[src/logic/alu_function_pkg.sv]
// Shared constants and types for the ALU function, carry and status slice
package alu_function_pkg;

  localparam int unsigned DATA_W = 16;

  // B-source class field codes
  localparam logic [1:0] B_CLASS_REGISTER = 2'h0;
  localparam logic [1:0] B_CLASS_SPECIAL  = 2'h1;
  localparam logic [1:0] B_CLASS_MASK     = 2'h2;
  localparam logic [1:0] B_CLASS_LITERAL  = 2'h3;

  // B-source select code for the status word within the special class
  localparam logic [3:0] B_SELECT_STATUS  = 4'h3;

  // Carry-in select field codes
  typedef enum logic [1:0] {
    CARRY_ZERO       = 2'b00,
    CARRY_STORED     = 2'b01,
    CARRY_STORED_INV = 2'b10,
    CARRY_ONE        = 2'b11
  } carry_sel_type;

  // Status-update, test and group conditions for loading the stored carry
  localparam logic [1:0] STATUS_UPDATE_ZERO = 2'h0;
  localparam logic [1:0] STATUS_UPDATE_TWO  = 2'h2;
  localparam logic [2:0] TEST_SELECT_NONE   = 3'h0;
  localparam int unsigned GROUP_CARRY_BIT   = 1;

  // Function field bit that gives the mode when B is a literal or mask
  localparam int unsigned FUNC_MODE_BIT = 1;

  // Status word bit positions
  localparam int unsigned SW_ONE_POS        = 0;
  localparam int unsigned SW_SUPERVISOR_POS = 1;
  localparam int unsigned SW_ZERO_POS       = 2;
  localparam int unsigned SW_SHIFT_LO_POS   = 3;
  localparam int unsigned SW_SHIFT_BITS     = 5;
  localparam int unsigned SW_OVERFLOW_POS   = 8;
  localparam int unsigned SW_ALL_ONES_POS   = 9;
  localparam int unsigned SW_SIGN_POS       = 10;
  localparam int unsigned SW_CARRY_POS      = 11;
  localparam int unsigned SW_KEY_LO_POS     = 12;
  localparam int unsigned SW_KEY_BITS       = 4;

  // Word constants and values after reset
  localparam logic [15:0] WORD_ZERO     = 16'h0000;
  localparam logic [15:0] WORD_ONES     = 16'hFFFF;
  localparam logic [15:0] STATUS_RESET  = 16'h0001;
  localparam logic        FLAG_RESET    = 1'b0;

endpackage : alu_function_pkg

[src/logic/alu_function_carry_status.sv]
// ALU function control, carry flag and processor status word slice
`timescale 1ns/1ps
module alu_function_carry_status (
  input  wire logic        sys_clk,
  input  wire logic        rst,
  input  wire logic [1:0]  bSourceClassField,
  input  wire logic [3:0]  bSourceSelectField,
  input  wire logic [3:0]  functionSelectField,
  input  wire logic        modeSelectField,
  input  wire logic [1:0]  carryInSelectField,
  input  wire logic [1:0]  statusUpdateField,
  input  wire logic [2:0]  testSelectField,
  input  wire logic [3:0]  groupControlField,
  input  wire logic [15:0] operandA,
  input  wire logic [15:0] operandB,
  input  wire logic        supervisorFlag,
  input  wire logic        overflowFlag,
  input  wire logic [7:0]  shiftCount,
  input  wire logic [3:0]  keyBits,
  output logic      [15:0] bBusValue,
  output logic      [15:0] aluResult,
  output logic             aluCarryOut,
  output logic             effectiveLogicMode,
  output logic             effectiveCarryIn,
  output logic             gprWriteBlock,
  output logic             storedCarryFlag,
  output logic             resultZeroFlag,
  output logic             resultAllOnesFlag,
  output logic             resultSignFlag,
  output logic [15:0]      processorStatusWord
);
  import alu_function_pkg::*;

  typedef struct packed {
    logic [15:0] bBus;
    logic [15:0] result;
    logic        carryOut;
    logic        logicMode;
    logic        carryIn;
    logic        writeBlock;
    logic        storedCarry;
    logic        zeroFlag;
    logic        allOnesFlag;
    logic        signFlag;
    logic [15:0] statusWord;
  } state_type;

  state_type state_r;
  state_type state_nxt;

  // Literal or mask replaces the mode field with function bit 1 and the carry field with zero
  function automatic logic isLiteralSource(input logic [1:0] classField);
    isLiteralSource = (classField == B_CLASS_MASK) || (classField == B_CLASS_LITERAL);
  endfunction : isLiteralSource

  function automatic logic selectCarry(input logic [1:0] sel, input logic stored);
    case (carry_sel_type'(sel))
      CARRY_ZERO:       selectCarry = 1'b0;
      CARRY_STORED:     selectCarry = stored;
      CARRY_STORED_INV: selectCarry = ~stored;
      CARRY_ONE:        selectCarry = 1'b1;
      default:          selectCarry = 1'b0;
    endcase
  endfunction : selectCarry

  logic        literalSource;
  logic        statusOnB;
  logic        modeNow;
  logic        carryNow;
  logic [15:0] bNow;
  logic [15:0] unitResult;
  logic        unitCarry;
  logic        carryUpdate;
  logic [15:0] statusNow;

  assign literalSource = isLiteralSource(bSourceClassField);
  assign statusOnB     = (bSourceClassField == B_CLASS_SPECIAL) &&
                         (bSourceSelectField == B_SELECT_STATUS);

  // The stored status word goes on B so the operation sees flags of the
  // previous result, never its own combinational output
  assign bNow = statusOnB ? state_r.statusWord : operandB;

  // Mode comes from the field, or from function bit 1 under a literal
  assign modeNow = literalSource ? functionSelectField[FUNC_MODE_BIT]
                                 : modeSelectField;

  // A literal forces carry in to zero; the logical path discards it anyway
  assign carryNow = literalSource ? 1'b0
                                  : selectCarry(carryInSelectField, state_r.storedCarry);

  // Every field combination runs; named operations are just some of them
  alu_function_unit u_function (
    .functionSelect (functionSelectField),
    .logicMode      (modeNow),
    .carryIn        (carryNow),
    .operandA       (operandA),
    .operandB       (bNow),
    .result         (unitResult),
    .carryOut       (unitCarry)
  );

  assign carryUpdate = ((statusUpdateField == STATUS_UPDATE_ZERO) ||
                        (statusUpdateField == STATUS_UPDATE_TWO)) &&
                       (testSelectField == TEST_SELECT_NONE) &&
                       groupControlField[GROUP_CARRY_BIT];

  always_comb begin
    state_nxt             = state_r;
    state_nxt.bBus        = bNow;
    state_nxt.result      = unitResult;
    state_nxt.carryOut    = unitCarry;
    state_nxt.logicMode   = modeNow;
    state_nxt.carryIn     = carryNow;
    state_nxt.writeBlock  = literalSource;
    state_nxt.zeroFlag    = (unitResult == WORD_ZERO);
    state_nxt.allOnesFlag = (unitResult == WORD_ONES);
    state_nxt.signFlag    = unitResult[DATA_W-1];
    if (carryUpdate) begin
      state_nxt.storedCarry = unitCarry;
    end
    state_nxt.statusWord  = statusNow;
  end

  // Status word is built from the flags being written this cycle, so it
  // matches the other flag outputs on every edge
  status_word_builder u_status (
    .supervisorFlag    (supervisorFlag),
    .resultZeroFlag    ((unitResult == WORD_ZERO)),
    .shiftCount        (shiftCount),
    .overflowFlag      (overflowFlag),
    .resultAllOnesFlag ((unitResult == WORD_ONES)),
    .resultSignFlag    (unitResult[DATA_W-1]),
    .storedCarryFlag   ((carryUpdate ? unitCarry : state_r.storedCarry)),
    .keyBits           (keyBits),
    .statusWord        (statusNow)
  );

  always_ff @(posedge sys_clk) begin
    if (rst) begin
      state_r.bBus        <= WORD_ZERO;
      state_r.result      <= WORD_ZERO;
      state_r.carryOut    <= FLAG_RESET;
      state_r.logicMode   <= FLAG_RESET;
      state_r.carryIn     <= FLAG_RESET;
      state_r.writeBlock  <= FLAG_RESET;
      state_r.storedCarry <= FLAG_RESET;
      state_r.zeroFlag    <= FLAG_RESET;
      state_r.allOnesFlag <= FLAG_RESET;
      state_r.signFlag    <= FLAG_RESET;
      state_r.statusWord  <= STATUS_RESET;
    end else begin
      state_r <= state_nxt;
    end
  end

  assign bBusValue           = state_r.bBus;
  assign aluResult           = state_r.result;
  assign aluCarryOut         = state_r.carryOut;
  assign effectiveLogicMode  = state_r.logicMode;
  assign effectiveCarryIn    = state_r.carryIn;
  assign gprWriteBlock       = state_r.writeBlock;
  assign storedCarryFlag     = state_r.storedCarry;
  assign resultZeroFlag      = state_r.zeroFlag;
  assign resultAllOnesFlag   = state_r.allOnesFlag;
  assign resultSignFlag      = state_r.signFlag;
  assign processorStatusWord = state_r.statusWord;

endmodule : alu_function_carry_status

[src/logic/alu_function_unit.sv]
// Sixteen arithmetic and sixteen logical ALU functions with carry out
`timescale 1ns/1ps
module alu_function_unit (
  input  wire logic [3:0]  functionSelect,
  input  wire logic        logicMode,
  input  wire logic        carryIn,
  input  wire logic [15:0] operandA,
  input  wire logic [15:0] operandB,
  output logic      [15:0] result,
  output logic             carryOut
);
  import alu_function_pkg::*;

  logic [15:0] termP;
  logic [15:0] termQ;
  logic [16:0] sum;
  logic [15:0] logicResult;

  // Arithmetic: result is termP plus termQ plus carry
  always_comb begin
    termP = operandA;
    termQ = WORD_ZERO;
    case (functionSelect)
      4'h0: begin termP = operandA;              termQ = WORD_ZERO;             end
      4'h1: begin termP = operandA | operandB;   termQ = WORD_ZERO;             end
      4'h2: begin termP = operandA | ~operandB;  termQ = WORD_ZERO;             end
      4'h3: begin termP = WORD_ZERO;             termQ = WORD_ONES;             end
      4'h4: begin termP = operandA;              termQ = operandA & ~operandB;  end
      4'h5: begin termP = operandA | operandB;   termQ = operandA & ~operandB;  end
      4'h6: begin termP = operandA;              termQ = ~operandB;             end
      4'h7: begin termP = operandA & ~operandB;  termQ = WORD_ONES;             end
      4'h8: begin termP = operandA;              termQ = operandA & operandB;   end
      4'h9: begin termP = operandA;              termQ = operandB;              end
      4'hA: begin termP = operandA | ~operandB;  termQ = operandA & operandB;   end
      4'hB: begin termP = operandA & operandB;   termQ = WORD_ONES;             end
      4'hC: begin termP = operandA;              termQ = operandA;              end
      4'hD: begin termP = operandA | operandB;   termQ = operandA;              end
      4'hE: begin termP = operandA | ~operandB;  termQ = operandA;              end
      4'hF: begin termP = operandA;              termQ = WORD_ONES;             end
      default: begin termP = operandA;           termQ = WORD_ZERO;             end
    endcase
  end

  // One unsigned 17-bit sum gives every documented carry condition; the
  // undefined cases simply report the same carry
  assign sum = {1'b0, termP} + {1'b0, termQ} + {16'h0000, carryIn};

  // Logical functions ignore carry
  always_comb begin
    case (functionSelect)
      4'h0:    logicResult = ~operandA;
      4'h1:    logicResult = ~(operandA | operandB);
      4'h2:    logicResult = ~operandA & operandB;
      4'h3:    logicResult = WORD_ZERO;
      4'h4:    logicResult = ~(operandA & operandB);
      4'h5:    logicResult = ~operandB;
      4'h6:    logicResult = operandA ^ operandB;
      4'h7:    logicResult = operandA & ~operandB;
      4'h8:    logicResult = ~operandA | operandB;
      4'h9:    logicResult = ~(operandA ^ operandB);
      4'hA:    logicResult = operandB;
      4'hB:    logicResult = operandA & operandB;
      4'hC:    logicResult = WORD_ONES;
      4'hD:    logicResult = operandA | ~operandB;
      4'hE:    logicResult = operandA | operandB;
      4'hF:    logicResult = operandA;
      default: logicResult = operandA;
    endcase
  end

  // Mode picks the path; logical operations report no carry
  assign result   = logicMode ? logicResult : sum[15:0];
  assign carryOut = logicMode ? 1'b0 : sum[16];

endmodule : alu_function_unit

[src/logic/status_word_builder.sv]
// Assembles the 16-bit processor status word from flags and counters
`timescale 1ns/1ps
module status_word_builder (
  input  wire logic        supervisorFlag,
  input  wire logic        resultZeroFlag,
  input  wire logic [7:0]  shiftCount,
  input  wire logic        overflowFlag,
  input  wire logic        resultAllOnesFlag,
  input  wire logic        resultSignFlag,
  input  wire logic        storedCarryFlag,
  input  wire logic [3:0]  keyBits,
  output logic      [15:0] statusWord
);
  import alu_function_pkg::*;

  always_comb begin
    statusWord                                             = WORD_ZERO;
    statusWord[SW_ONE_POS]                                 = 1'b1;
    statusWord[SW_SUPERVISOR_POS]                          = supervisorFlag;
    statusWord[SW_ZERO_POS]                                = resultZeroFlag;
    statusWord[SW_SHIFT_LO_POS +: SW_SHIFT_BITS]           = shiftCount[SW_SHIFT_BITS-1:0];
    statusWord[SW_OVERFLOW_POS]                            = overflowFlag;
    statusWord[SW_ALL_ONES_POS]                            = resultAllOnesFlag;
    statusWord[SW_SIGN_POS]                                = resultSignFlag;
    statusWord[SW_CARRY_POS]                               = storedCarryFlag;
    statusWord[SW_KEY_LO_POS +: SW_KEY_BITS]               = keyBits;
  end

endmodule : status_word_builder

[config.mk]
export PLATFORM = sky130hd
export DESIGN_NAME = alu_function_carry_status
export DESIGN_NICKNAME = d
export VERILOG_FILES = /design/src/logic/alu_function_pkg.sv /design/src/logic/alu_function_carry_status.sv /design/src/logic/alu_function_unit.sv /design/src/logic/status_word_builder.sv
export SDC_FILE = /design/constraint.sdc
export NUM_CORES = 1
export LEC_CHECK = 0
export BUFFER_PORTS_ARGS = -buffer_cell sky130_fd_sc_hd__buf_2
export CAP_MARGIN = 5
export CORE_AREA = 10 10 154 156
export DETAILED_ROUTE_END_ITERATION = 8
export DIE_AREA = 0 0 164 166
export MAX_ROUTING_LAYER = met4
export PLACE_DENSITY = 0.55
export SYNTH_ARGS = -nofsm -noshare
export SYNTH_HDL_FRONTEND = slang
export SYNTH_HIERARCHICAL = 1
export SYNTH_SLANG_ARGS = --single-unit
[constraint.sdc]
create_clock -name sys_clk -period 6.68 [get_ports sys_clk]
set_clock_uncertainty 0.15 [all_clocks]
set_input_delay 1.336 -clock sys_clk [delete_from_list [all_inputs] [get_ports sys_clk]]
set_output_delay 1.336 -clock sys_clk [all_outputs]
set_load 0.05 [all_outputs]
==> run metrics <==
synthesized netlist net count=1070; synthesized instance count=919; top post-synthesis cells by area=dfxtp_1, ha_1, nand2_1, nand2b_1, nor2b_1; Post-CTS Setup Bufs=0; average size of a mapped cell=7.70 µm²; Fin. Hold Viols=0; post-synthesis sequential area ratio=0.156; Core ar.=0.0207 mm²; worst hold slack=0.331 ns; Final setup viols=0; Achievable Freq=0.172 GHz; antenna violations before repair=1; WS Path Type=input pin to register; clock buffer depth=2; Flop pwr share=0.269; Net Sw Frac=0.435; Die H=166 µm; dpl hpwl=20.3 mm; met1 wire length=11.8 mm; Comb power frac=0.531; first-pass GRT wire length=41.9 mm; Num CTS Buffers=5; Final min period=5.83 ns; period utilisation layout=0.872; total power draw=1.36 mW; CTS tree=built; Worst Tran Pin Value=1.22 ns; clock power share=0.200; critical path arrival=5.90 ns; final net count=1147; H-tree levels=2; EDFF count, synth=0; CP Launch Type=input pin; 1st-iter DRT viols=765; met3 routed WL=1.96 mm; cell taking the most area after synthesis=dfxtp_1; worst vdd ir=0.0987 mV; DIE AREA=0.0272 mm²; cell area after layout=0.00792 mm²; global-route usage over all layers=0.197; area of the multi-input gates=0.00531 mm²; Mapped Area=0.00708 mm²; GP Congestion=0.970; leak pwr=3.51 nW; Routed WL=27.3 mm; vias=7391; hold-fix buffer count after cts=0; Critical Path Sink Type=register; area grow syn2layout=11.9%; PwrDens=172 mW/mm²; Residual DRC=0; Synth top area share=0.156; drt wl/cell=21.4 µm; unrepaired setup endpoints after global routing=no; Routed Antenna Nets=0; routed wl met2=12.6 mm; Switch Pwr=0.593 mW; Slew Viols, Final=0; Rows=53; Internal Power=0.770 mW; Syn. warnings=6; outcome=complete, no violations; setup tns final=0 ns; min-delay worst type=register to register; CTS Root Cell=clkbuf_16; Slew HR=0.182; Area after DPL=0.00776 mm²; Sink Count=55; Reg clk slew, reported paths=0.07 ns; I/O Buffers=118; fillers=2240; Synth Flop Type=dfxtp_1; TritonRoute pass-1 iters=5; Yosys reg bits=55; crit path max fanout=14; Synth async-reset ratio=0; synth unique cells=78; Crit path required time=6.75 ns; gr ovfl total=0; share of cells above drive strength 1=0.196; MaxCap Viol Count=0; Die Width=164 µm; initial core utilization=0.342; Worst-Skew Late Latency=0.29 ns; number of vias per cell=5.81; post_cts resized=0; largest net degree at the start of global routing=72; register area=0.00110 mm²; IO Pins=126; vias in the first global route=7119; Top Metal Used=met4
sequential cells by signal, indices dropped and copies added, names as in the netlist:
signal	flops
gprWriteBlock	1
aluCarryOut	1
aluResult	16
storedCarryFlag	1
resultAllOnesFlag	1
processorStatusWord	16
effectiveCarryIn	1
effectiveLogicMode	1
bBusValue	16
resultZeroFlag	1
cell usage after synthesis, types with 5 or more instances:
cell type  instances
a211o_1           12
a211oi_1           7
a21o_1             6
a21oi_1           46
a221o_1            8
a221oi_1          19
a22o_1             6
a22oi_1           23
a31oi_1            6
buf_2             23
buf_4             27
buf_6              6
clkbuf_1          23
dfxtp_1           55
ha_1              79
inv_1             42
mux2_2            11
mux2_4            10
mux2i_1           25
nand2_1           90
nand2b_1          46
nand3_1           21
nand3b_1           7
nand4_1            6
nor2_1            44
nor2b_1           46
nor3_1            12
nor4_1            10
o211ai_1           9
o21ai_0           51
o221ai_1           5
o22ai_1           38
o32a_1             5
o32ai_1            6
xnor2_1            9
xor2_1             5
path summary, 6_finish.rpt:
check	from	cells past startpoint	to	slack, ns
max	bSourceClassField[1]	19	resultAllOnesFlag	0.85
min reg2reg	processorStatusWord[0]	2	bBusValue[0]	0.33
min	processorStatusWord[0]	2	bBusValue[0]	0.33
max reg2reg	processorStatusWord[0]	20	processorStatusWord[2]	2.34
layout make-up:
class / instances / area share
multi-input combinational: 738 / 0.671
sequential: 55 / 0.139
timing repair buffer: 150 / 0.105
tap: 275 / 0.0435
inverter: 46 / 0.0218
clock buffer: 8 / 0.0198
antenna: 1 / 0.000316
power by group through the flow:
stage,Clock [mW],Sequential (mW),Combinational [mW]
final,0.273,0.367,0.724
after global routing,0.289,0.371,0.781
after CTS,0.277,0.367,0.715
after detailed placement,0,0.375,0.712
after global placement,0,0.374,0.713
after floorplan,0,0.477,0.420
kinds of logic after synthesis:
group | synth area share
simple gates | 0.230
compound gates | 0.283
buf+inv | 0.0939
fa+ha+maj | 0.145
flops | 0.156
mux | 0.0741
xor+xnor | 0.0173
other cells | 0.000530
through the flow:
stage	setup WS [ns]	cells	util
2_1_floorplan	1.27	919	-
3_3_place_gp	0.623	1264	0.375
3_5_place_dp	0.661	1264	0.375
4_1_cts	0.923	1272	0.383
5_1_grt	0.526	1273	0.383
6_report	0.854	1273	0.383
critical path, stage by stage:
cell	delay, ns
buf_2	0.14
nor4b_4	0.35
nand3_4	0.12
buf_4	0.23
mux2_4	0.37
ha_1	0.23
a22oi_1	0.17
nor2_1	0.08
a211o_1	0.29
ha_1	0.35
a21oi_1	0.19
o21ai_0	0.16
a2111oi_0	0.48
o22ai_1	0.19
xnor2_1	0.15
o21ai_0	0.35
nand4_1	0.20
nor4_1	0.33
nor2b_1	0.18
cells in the final DEF (no fill, tap or decap), drive strengths merged, types with 21 or more instances in the layout:
master,synthesis,routed
dfxtp,55,55
a21oi,47,47
nand3,22,22
o21ai,52,52
mux2,21,21
a22oi,23,23
nor2b,46,46
inv,45,45
ha,79,79
o22ai,38,38
nand2,91,91
mux2i,25,25
nor2,47,47
nand2b,47,47
buf,57,150
routing by layer:
layer  track usage  up-vias
met1         0.256     3475
met5             -        -
li1              -     3525
met3        0.0191       51
met2         0.311      340
met4        0.0692        0
Note: power is estimated with default switching activity, not from simulation.
